## src/magc_cfg.svh

```systemverilog
// register map, field positions, reset values and timing constants of the gain control block
// What this block does
// - While peak exceeds the active attack threshold, lower gain in half-decibel steps.
// - While peak stays below release threshold, raise gain toward initial in half-decibel steps.
// - Below the third attack threshold only battery protection can attack, once peak exceeds its battery peak limit.
// - Clipping above first threshold runs the fastest level, rate from level1 bits 2:1.
// - Every gain step, attack or release, is applied only at a zero crossing.
// - Above second threshold without clipping, second level acts, rate from level2 bits 4:2.
// - Between second and third thresholds, the slowest level acts, rate from level3 bits 4:2.
// - After peak first drops below release threshold, gain holds for ten to twenty ms.
// - Release starts only after the hold interval, stepping at rate from level3 bits 7:5.
// - Release stops when peak rises above release threshold or gain is back to initial.
// - Each of the three levels is enabled or disabled independently.
// - Battery below safety threshold makes gain drop rapidly to limit voltage and current.
// - Battery safety threshold 3.5 to 3.6 V chosen by battery config bits 4:3.
// - Peak limit during battery protection 5 to 6.5 Vp chosen by bits 1:0.
// - Battery protection acts only while battery config bit 2 is one.
// - Boost target voltage comes from boost voltage config bits 2:0.
// - Boost input current limit comes from boost current limit bits 2:0.
// - Battery protection clears only after battery rises 100 mV above threshold.
// - Total gain reduction is limited to 13.5 dB below initial gain.
`ifndef MAGC_CFG_SVH
`define MAGC_CFG_SVH

// register offsets
`define MAGC_OFS_STATUS 8'h01
`define MAGC_OFS_BATCFG 8'h02
`define MAGC_OFS_BSTV 8'h03
`define MAGC_OFS_BSTI 8'h04
`define MAGC_OFS_L3CFG 8'h07
`define MAGC_OFS_L2CFG 8'h08
`define MAGC_OFS_L1CFG 8'h09

// reset values
`define MAGC_RST_BATCFG 8'h04
`define MAGC_RST_BSTV 8'h00
`define MAGC_RST_BSTI 8'h00
`define MAGC_RST_L3CFG 8'h01
`define MAGC_RST_L2CFG 8'h01
`define MAGC_RST_L1CFG 8'h01

// field positions
`define MAGC_EN_BIT 0
`define MAGC_BAT_EN_BIT 2
`define MAGC_BAT_TH_MSB 4
`define MAGC_BAT_TH_LSB 3
`define MAGC_BAT_LIM_MSB 1
`define MAGC_BAT_LIM_LSB 0
`define MAGC_L1_RATE_MSB 2
`define MAGC_L1_RATE_LSB 1
`define MAGC_AT_RATE_MSB 4
`define MAGC_AT_RATE_LSB 2
`define MAGC_RLS_RATE_MSB 7
`define MAGC_RLS_RATE_LSB 5
`define MAGC_BST_MSB 2

// gain stepping: 0.5 dB per step, 13.5 dB at most
`define MAGC_MAX_ATTEN 5'h1B

// battery levels in mV
`define MAGC_BAT_TH0 13'h0DAC
`define MAGC_BAT_TH1 13'h0DCD
`define MAGC_BAT_TH2 13'h0DEF
`define MAGC_BAT_TH3 13'h0E10
`define MAGC_BAT_HYS 13'h0064
`define MAGC_LIM0 14'h1388
`define MAGC_LIM1 14'h157C
`define MAGC_LIM2 14'h1770
`define MAGC_LIM3 14'h1964

// timing, times in us, clock in MHz
`define MAGC_CLK_MHZ 25
`define MAGC_L1_BASE_US 20
`define MAGC_L2_BASE_US 80
`define MAGC_L3_BASE_US 320
`define MAGC_RLS_BASE_US 640
`define MAGC_HOLD_US 15000

`endif

```

## src/magc_pkg.sv

```systemverilog
// types of the gain control block
package magc_pkg;

    typedef enum logic [1:0]
    {
        ST_IDLE = 2'h0,
        ST_ATTACK = 2'h1,
        ST_HOLD = 2'h3,
        ST_RELEASE = 2'h2
    } magc_state_e;

    typedef struct packed
    {
        logic q1;
        logic q2;
        logic q3;
        logic bat;
        logic below_rt;
    } magc_cmp_s;

endpackage : magc_pkg

```

## src/magc_step_timer.sv

```systemverilog
// interval timer giving a one-cycle pulse after each period of cycles while running
`timescale 1ns/1ns
`default_nettype none

module magc_step_timer #(
    parameter int TW = 24
) (
    input wire logic clk_i,
    input wire logic rst_i,
    input wire logic run_i,
    input wire logic [TW-1:0] period_i,
    output logic expire_o
);

    logic [TW-1:0] cnt_q;

    always_ff @(posedge clk_i)
    begin
        if (rst_i || !run_i)
        begin
            cnt_q <= '0;
            expire_o <= 1'b0;
        end
        else if (cnt_q >= period_i - TW'(1))
        begin
            cnt_q <= '0;
            expire_o <= 1'b1;
        end
        else
        begin
            cnt_q <= cnt_q + TW'(1);
            expire_o <= 1'b0;
        end
    end

endmodule : magc_step_timer

`default_nettype wire

```

## src/magc_gain_ctrl.sv

```systemverilog
// multi-level gain control with hold, release and battery protection
`timescale 1ns/1ns
`default_nettype none
`include "magc_cfg.svh"

module magc_gain_ctrl #(
    parameter int TW = 24,
    parameter int L1_BASE_CYC = `MAGC_L1_BASE_US * `MAGC_CLK_MHZ,
    parameter int L2_BASE_CYC = `MAGC_L2_BASE_US * `MAGC_CLK_MHZ,
    parameter int L3_BASE_CYC = `MAGC_L3_BASE_US * `MAGC_CLK_MHZ,
    parameter int RLS_BASE_CYC = `MAGC_RLS_BASE_US * `MAGC_CLK_MHZ,
    parameter int HOLD_CYC = `MAGC_HOLD_US * `MAGC_CLK_MHZ,
    parameter logic [13:0] AT1_MV = 14'h1F40,
    parameter logic [13:0] AT2_MV = 14'h1B58,
    parameter logic [13:0] AT3_MV = 14'h1770,
    parameter logic [13:0] RT_MV = 14'h157C
) (
    input wire logic CORE_CLK_I,
    input wire logic SYS_RST_I,
    input wire logic REG_WE_I,
    input wire logic [7:0] REG_ADDR_I,
    input wire logic [7:0] REG_WDATA_I,
    output logic [7:0] REG_RDATA_O,
    input wire logic [13:0] PEAK_MV_I,
    input wire logic CLIP_I,
    input wire logic ZERO_CROSS_I,
    input wire logic [12:0] BAT_MV_I,
    output logic [4:0] ATTEN_O,
    output logic [1:0] AGC_LEVEL_O,
    output logic BAT_PROTECT_O,
    output logic [2:0] BOOST_VSEL_O,
    output logic [2:0] BOOST_ILIM_O
);

    localparam logic [TW-1:0] L1_P = TW'(L1_BASE_CYC);
    localparam logic [TW-1:0] L2_P = TW'(L2_BASE_CYC);
    localparam logic [TW-1:0] L3_P = TW'(L3_BASE_CYC);
    localparam logic [TW-1:0] RLS_P = TW'(RLS_BASE_CYC);
    localparam logic [TW-1:0] HOLD_P = TW'(HOLD_CYC);

    logic [7:0] bat_cfg_q;
    logic [7:0] bst_v_q;
    logic [7:0] bst_i_q;
    logic [7:0] l3_cfg_q;
    logic [7:0] l2_cfg_q;
    logic [7:0] l1_cfg_q;
    logic [7:0] rdata_q;
    logic [4:0] atten_q;
    logic [1:0] level_q;
    logic bat_low_q;
    logic prot_q;
    logic pend_q;
    magc_pkg::magc_state_e state_q;
    magc_pkg::magc_state_e state_d;
    magc_pkg::magc_cmp_s cmp;
    logic att_req;
    logic [1:0] level_sel;
    logic [TW-1:0] rate_p;
    logic [12:0] bat_th;
    logic [13:0] peak_lim;
    logic stepping;
    logic rate_exp;
    logic hold_exp;
    logic step_now;

    ////////////////////////////////////////////////////////////////////////////
    // register file
    always_ff @(posedge CORE_CLK_I)
    begin
        if (SYS_RST_I)
        begin
            bat_cfg_q <= `MAGC_RST_BATCFG;
            bst_v_q <= `MAGC_RST_BSTV;
            bst_i_q <= `MAGC_RST_BSTI;
            l3_cfg_q <= `MAGC_RST_L3CFG;
            l2_cfg_q <= `MAGC_RST_L2CFG;
            l1_cfg_q <= `MAGC_RST_L1CFG;
        end
        else if (REG_WE_I)
        begin
            case (REG_ADDR_I)
                `MAGC_OFS_BATCFG: bat_cfg_q <= REG_WDATA_I;
                `MAGC_OFS_BSTV: bst_v_q <= REG_WDATA_I;
                `MAGC_OFS_BSTI: bst_i_q <= REG_WDATA_I;
                `MAGC_OFS_L3CFG: l3_cfg_q <= REG_WDATA_I;
                `MAGC_OFS_L2CFG: l2_cfg_q <= REG_WDATA_I;
                `MAGC_OFS_L1CFG: l1_cfg_q <= REG_WDATA_I;
                default: ;
            endcase
        end
    end

    // read data, unmapped offsets read zero
    always_ff @(posedge CORE_CLK_I)
    begin
        if (SYS_RST_I)
        begin
            rdata_q <= 8'h00;
        end
        else
        begin
            case (REG_ADDR_I)
                `MAGC_OFS_STATUS: rdata_q <= {prot_q, level_q, atten_q};
                `MAGC_OFS_BATCFG: rdata_q <= bat_cfg_q;
                `MAGC_OFS_BSTV: rdata_q <= bst_v_q;
                `MAGC_OFS_BSTI: rdata_q <= bst_i_q;
                `MAGC_OFS_L3CFG: rdata_q <= l3_cfg_q;
                `MAGC_OFS_L2CFG: rdata_q <= l2_cfg_q;
                `MAGC_OFS_L1CFG: rdata_q <= l1_cfg_q;
                default: rdata_q <= 8'h00;
            endcase
        end
    end

    assign REG_RDATA_O = rdata_q;
    assign BOOST_VSEL_O = bst_v_q[`MAGC_BST_MSB:0];
    assign BOOST_ILIM_O = bst_i_q[`MAGC_BST_MSB:0];

    ////////////////////////////////////////////////////////////////////////////
    // battery protection
    always_comb
    begin
        case (bat_cfg_q[`MAGC_BAT_TH_MSB:`MAGC_BAT_TH_LSB])
            2'h0: bat_th = `MAGC_BAT_TH0;
            2'h1: bat_th = `MAGC_BAT_TH1;
            2'h2: bat_th = `MAGC_BAT_TH2;
            default: bat_th = `MAGC_BAT_TH3;
        endcase
        case (bat_cfg_q[`MAGC_BAT_LIM_MSB:`MAGC_BAT_LIM_LSB])
            2'h0: peak_lim = `MAGC_LIM0;
            2'h1: peak_lim = `MAGC_LIM1;
            2'h2: peak_lim = `MAGC_LIM2;
            default: peak_lim = `MAGC_LIM3;
        endcase
    end

    always_ff @(posedge CORE_CLK_I)
    begin
        if (SYS_RST_I)
        begin
            bat_low_q <= 1'b0;
        end
        else if (BAT_MV_I < bat_th)
        begin
            bat_low_q <= 1'b1;
        end
        else if (BAT_MV_I >= bat_th + `MAGC_BAT_HYS)
        begin
            bat_low_q <= 1'b0;
        end
    end

    ////////////////////////////////////////////////////////////////////////////
    // level qualification and rate selection
    always_comb
    begin
        cmp.q1 = l1_cfg_q[`MAGC_EN_BIT] && CLIP_I && (PEAK_MV_I > AT1_MV);
        cmp.q2 = l2_cfg_q[`MAGC_EN_BIT] && (PEAK_MV_I > AT2_MV);
        cmp.q3 = l3_cfg_q[`MAGC_EN_BIT] && (PEAK_MV_I > AT3_MV);
        cmp.bat = bat_cfg_q[`MAGC_BAT_EN_BIT] && bat_low_q && (PEAK_MV_I > peak_lim);
        cmp.below_rt = PEAK_MV_I < RT_MV;
        att_req = cmp.q1 || cmp.q2 || cmp.q3 || cmp.bat;
        if (cmp.q1 || cmp.bat)
        begin
            level_sel = 2'h1;
        end
        else if (cmp.q2)
        begin
            level_sel = 2'h2;
        end
        else if (cmp.q3)
        begin
            level_sel = 2'h3;
        end
        else
        begin
            level_sel = 2'h0;
        end
        case (level_sel)
            2'h1: rate_p = L1_P << l1_cfg_q[`MAGC_L1_RATE_MSB:`MAGC_L1_RATE_LSB];
            2'h2: rate_p = L2_P << l2_cfg_q[`MAGC_AT_RATE_MSB:`MAGC_AT_RATE_LSB];
            2'h3: rate_p = L3_P << l3_cfg_q[`MAGC_AT_RATE_MSB:`MAGC_AT_RATE_LSB];
            default: rate_p = RLS_P << l3_cfg_q[`MAGC_RLS_RATE_MSB:`MAGC_RLS_RATE_LSB];
        endcase
    end

    ////////////////////////////////////////////////////////////////////////////
    // attack, hold and release sequencing
    always_comb
    begin
        state_d = state_q;
        case (state_q)
            magc_pkg::ST_IDLE:
            begin
                if (att_req)
                    state_d = magc_pkg::ST_ATTACK;
                else if (cmp.below_rt && atten_q != 5'h00)
                    state_d = magc_pkg::ST_HOLD;
            end
            magc_pkg::ST_ATTACK:
            begin
                if (!att_req)
                    state_d = cmp.below_rt ? magc_pkg::ST_HOLD : magc_pkg::ST_IDLE;
            end
            magc_pkg::ST_HOLD:
            begin
                if (att_req)
                    state_d = magc_pkg::ST_ATTACK;
                else if (!cmp.below_rt)
                    state_d = magc_pkg::ST_IDLE;
                else if (hold_exp)
                    state_d = magc_pkg::ST_RELEASE;
            end
            magc_pkg::ST_RELEASE:
            begin
                if (att_req)
                    state_d = magc_pkg::ST_ATTACK;
                else if (!cmp.below_rt || atten_q == 5'h00)
                    state_d = magc_pkg::ST_IDLE;
            end
            default: state_d = magc_pkg::ST_IDLE;
        endcase
    end

    always_ff @(posedge CORE_CLK_I)
    begin
        if (SYS_RST_I)
            state_q <= magc_pkg::ST_IDLE;
        else
            state_q <= state_d;
    end

    assign stepping = (state_q == magc_pkg::ST_ATTACK) || (state_q == magc_pkg::ST_RELEASE);

    magc_step_timer #(
        .TW(TW)
    ) u_rate_timer (
        .clk_i(CORE_CLK_I),
        .rst_i(SYS_RST_I),
        .run_i(stepping),
        .period_i(rate_p),
        .expire_o(rate_exp)
    );

    magc_step_timer #(
        .TW(TW)
    ) u_hold_timer (
        .clk_i(CORE_CLK_I),
        .rst_i(SYS_RST_I),
        .run_i(state_q == magc_pkg::ST_HOLD),
        .period_i(HOLD_P),
        .expire_o(hold_exp)
    );

    ////////////////////////////////////////////////////////////////////////////
    // pending step, applied at the next zero crossing
    assign step_now = pend_q && ZERO_CROSS_I && stepping;

    always_ff @(posedge CORE_CLK_I)
    begin
        if (SYS_RST_I || !stepping)
            pend_q <= 1'b0;
        else if (rate_exp)
            pend_q <= 1'b1;
        else if (ZERO_CROSS_I)
            pend_q <= 1'b0;
    end

    always_ff @(posedge CORE_CLK_I)
    begin
        if (SYS_RST_I)
        begin
            atten_q <= 5'h00;
        end
        else if (step_now && state_q == magc_pkg::ST_ATTACK && att_req && atten_q < `MAGC_MAX_ATTEN)
        begin
            atten_q <= atten_q + 5'h01;
        end
        else if (step_now && state_q == magc_pkg::ST_RELEASE && !att_req && cmp.below_rt && atten_q != 5'h00)
        begin
            atten_q <= atten_q - 5'h01;
        end
    end

    always_ff @(posedge CORE_CLK_I)
    begin
        if (SYS_RST_I)
        begin
            level_q <= 2'h0;
            prot_q <= 1'b0;
        end
        else
        begin
            level_q <= level_sel;
            prot_q <= bat_cfg_q[`MAGC_BAT_EN_BIT] && bat_low_q;
        end
    end

    assign ATTEN_O = atten_q;
    assign AGC_LEVEL_O = level_q;
    assign BAT_PROTECT_O = prot_q;
endmodule : magc_gain_ctrl

`default_nettype wire

```

## config.mk

```make
export PLATFORM = sky130hd
export DESIGN_NAME = magc_gain_ctrl
export DESIGN_NICKNAME = d
export VERILOG_FILES = /design/src/magc_pkg.sv /design/src/magc_step_timer.sv /design/src/magc_gain_ctrl.sv
export VERILOG_INCLUDE_DIRS = /design/src
export SDC_FILE = /design/constraint.sdc
export NUM_CORES = 1
export LEC_CHECK = 0
export BUFFER_PORTS_ARGS = -buffer_cell sky130_fd_sc_hd__buf_2
export CORE_MARGIN = 2
export CORE_UTILIZATION = 40
export CTS_BUF_LIST = sky130_fd_sc_hd__clkbuf_4
export DETAILED_ROUTE_END_ITERATION = 7
export GPL_ROUTABILITY_DRIVEN = 0
export PLACE_DENSITY = 0.69
export SLEW_MARGIN = 0
export SYNTH_ARGS = -nofsm -noshare
export SYNTH_HDL_FRONTEND = slang
export SYNTH_SLANG_ARGS = --single-unit
```

## constraint.sdc

```tcl
create_clock -name CORE_CLK_I -period 5.8 [get_ports CORE_CLK_I]
set_input_delay 0.29 -clock CORE_CLK_I [delete_from_list [all_inputs] [get_ports CORE_CLK_I]]
set_output_delay 0.29 -clock CORE_CLK_I [all_outputs]
set_load 0.02 [all_outputs]
```

==> impl_metrics.toml <==
[status]
status = "finished clean"

[route]
ant_nets = 0
finalWirelength_um = 16900
drt_iter0_markers = 483
via_per_inst = 5.45
drtPass1Iterations = 5
vias = 6368
wl_per_cell_um = 14.4
drc = 0

[synthesis]
ys.flop_type = "dfxtp_1"
syn_area_per_cell_um2 = 8.11
yosys_warnings = 0
synth_top_family_by_area = "simple AND/OR/NAND/NOR gates"
synth_compound_area_share_pct = 17.8
synth_top_cell_area_share_pct = 33.4
synth-seq-cells = 118
syn_inst = 872
yosysTopAreaCell = "dfxtp_1"
synth-edff-count = 0
ys_types = 57
synth_xor_area_share_pct = 6.32
synth_area_leaders = "dfxtp_1 (33%), ha_1 (11%), a21oi_1 (5.3%)"
synthArstFlopShare_pct = 0
yosys.area_share.simple_pct = 23.2
synthAdderAreaFrac_pct = 11.3
synthMuxAreaShare_pct = 3.15
syn-cell-area_mm2 = 0.00707
yosysSeqAreaShare_pct = 33.4

[critical_path]
crit_arrival_ns = 5.16
startpoint_type = "register"
path_buf_inv = 4
crit_path_top_delay_cell = "dfxtp_1"
cpPeakStageDelay_ns = 0.44
cp-end-kind = "register"
cp_top_family = "compound AO/OA/AOI/OAI gates"
worstPathRequired_ns = 6.26
r2r.worst_path.cells = 24
criticalPathCategory = "reg -> reg"
path_cells = "inv_1 -> ha_1 -> o21ai_0 -> ha_1 -> a31oi_1 -> o21ai_0 -> o21a_1 -> nor2_1 -> buf_4 -> nor3_1 -> inv_1 -> ha_1 -> nand3_1 -> nor2_1 -> xor2_1 -> ha_1 -> a21o_1 -> a21oi_1 -> o21ai_0 -> a31oi_1 -> o21a_1 -> o211ai_1 -> buf_4 -> nor2_1"
worstPathMaxFanout = 24
crit_top_cell = "ha_1"
worst-path-stages = 24

[sta]
holdWs_ns = 0.0566
fin_skew_ns = 0.0194
fin_crit_sh_pct = 81.0
finalHoldViolations = 0
setup_viol = 0
max_slew_margin_pct = 48.7
max_freq_mhz = 213
finalMaxSlewViolations = 0
rsz0062_at_grt = "false"
worst_pin_slew_ns = 0.750
fin_crit_ns = 4.70
finalSetupTns_ns = 0

[global_route]
track_usage_pct = 18.8
grt_first_pass_wirelength_um = 28100
grt_max_degree = 64
grt_antenna_before_repair = 1
grt_pass1_vias = 5788
grt-ovfl-total = 0

[clocking]
htree_levels = 4
clockRootBuffer = "clkbuf_4"
cts_tree = "done"
clk_pin_slew_ns = 0.12
cts_buffer_depth = 2
ctsResizeCount = 0
cts_buffers = 17
clock-sinks = 118
clk_latency_ns = 0.54
post_cts.repair.setup_buffers = 0

[cells_and_area]
drive_gt1_share_pct = 13.1
area_delta_synth_final_pct = 11.6
fillers = 1747
multi_input_area_mm2 = 0.00441
fin_nets = 1041
utilization_pct = 45.6
seqCellArea_mm2 = 0.00236

[placement]
place_hpwl_um = 12300
portBuffers = 69

[floorplanning]
initial_utilization_pct = 40.9
pin_count = 70
rows = 48
die_w_um = 137
die_area_mm2 = 0.0188
core_area_mm2 = 0.0173
die_y_um = 137

[power_and_ir_drop]
pwr_density_cell_mw_per_mm2 = 218
p_leak_uw = 0.00314
irDropWorstVdd_mv = 0.107

[run]
cap_violations = 0

[hold_path]
holdPathStages = 3
min_path_type = "in -> reg"
layout make-up:
cell class	instances	area share, %
Antenna cell	1	0.0317
Clock buffer	18	1.71
Clock inverter	14	2.00
Inverter	31	1.47
Multi-Input combinational cell	682	55.8
Sequential cell	118	29.9
Tap cell	225	3.57
Timing Repair Buffer	80	5.45
worst min-delay path: stages:
cell     delay (ns)
buf_2          0.14
nand3_1        0.07
a21oi_1        0.05
layout by cell type (no fill, tap or decap), types with 4 or more instances in the layout:
master	synthesis	layout
nor2b_1	6	6
xnor2_1	21	21
conb_1	2	8
ha_1	62	62
a31oi_1	19	19
nor4_1	7	7
and4_1	4	4
buf_4	7	10
o21ai_0	22	22
and3_1	14	14
nand4_1	13	13
nand2b_1	5	5
clkbuf_4	0	18
a211o_1	5	5
inv_1	31	31
a21oi_1	75	75
dfxtp_1	118	118
nand3_1	69	69
a21o_1	20	20
xor2_1	30	30
o211ai_1	9	9
mux2_2	6	6
nor3b_1	4	4
a22oi_1	16	16
mux2i_1	11	11
a222oi_1	8	8
buf_2	1	69
nor3_1	14	14
nor2_1	92	92
nand2_1	95	95
metal layers:
layer / wire length (um) / global-route usage [%] / up-vias
li1: - / - / 3233
met1: 7870 / 25.1 / 2923
met2: 7470 / 29.7 / 187
met3: 1280 / 5.30 / 25
met4: 255 / 5.27 / 0
met5: 0 / 0 / -
worst paths after layout:
path | from | end | slack [ns]
min | REG_WDATA_I[5] | bst_v_q[5] | 0.06
max | bat_cfg_q[1] | u_rate_timer.cnt_q[14] | 1.10
max reg2reg | bat_cfg_q[1] | u_rate_timer.cnt_q[14] | 1.10
min reg2reg | u_hold_timer.cnt_q[0] | u_hold_timer.cnt_q[0] | 0.45
Yosys cell counts (all sizes together) (13+ instances only):
master and count:
dfxtp 118, nand2 95, nor2 92, a21oi 75
nand3 69, ha 62, clkbuf 36, inv 31
xor2 30, o21ai 22, xnor2 21, a21o 20
a31oi 19, a22oi 16, and3 14, nor3 14
mux2i 13, nand4 13
logic make-up (layout without fill, tap and decap cells):
family / Yosys count / after routing
mux: 19 / 19
fa+ha+maj: 63 / 63
xor+xnor: 51 / 51
buf+inv: 78 / 143
flops: 118 / 118
other cells: 2 / 9
simple gates: 344 / 344
compound gates: 197 / 197
sequential cells by signal, summed over array words and instances, names as in the netlist, 5 cells and up:
| register | flops |
|---|---|
| bst_i_q | 8 |
| l1_cfg_q | 8 |
| bat_cfg_q | 8 |
| u_rate_timer.cnt_q | 24 |
| bst_v_q | 8 |
| ATTEN_O | 5 |
| u_hold_timer.cnt_q | 24 |
| l3_cfg_q | 8 |
| l2_cfg_q | 8 |
| REG_RDATA_O | 8 |
metrics by stage:
step	instances	instance area [um2]	power [uW]	setup slack, ns
after floorplan	878	7090	1040	1.26
after global placement	1135	7590	1110	1.34
after detailed placement	1135	7590	1110	1.15
after CTS	1168	7890	1740	1.10
after global routing	1169	7890	1800	0.585
final	1169	7890	1720	1.10
where the power goes:
group / switching (uW) / internal (uW) / leakage (uW)
Combinational: 155 / 101 / 0.00203
Clock: 323 / 300 / 0.000155
Sequential: 14.5 / 826 / 0.000954
what timing repair did:
item	4_1_cts	5_1_grt
hold endpoints to repair	1	0
hold buffers	1	0
endpoints found under the setup margin	0	0
No activity file was read; power rests on OpenSTA's default activity.
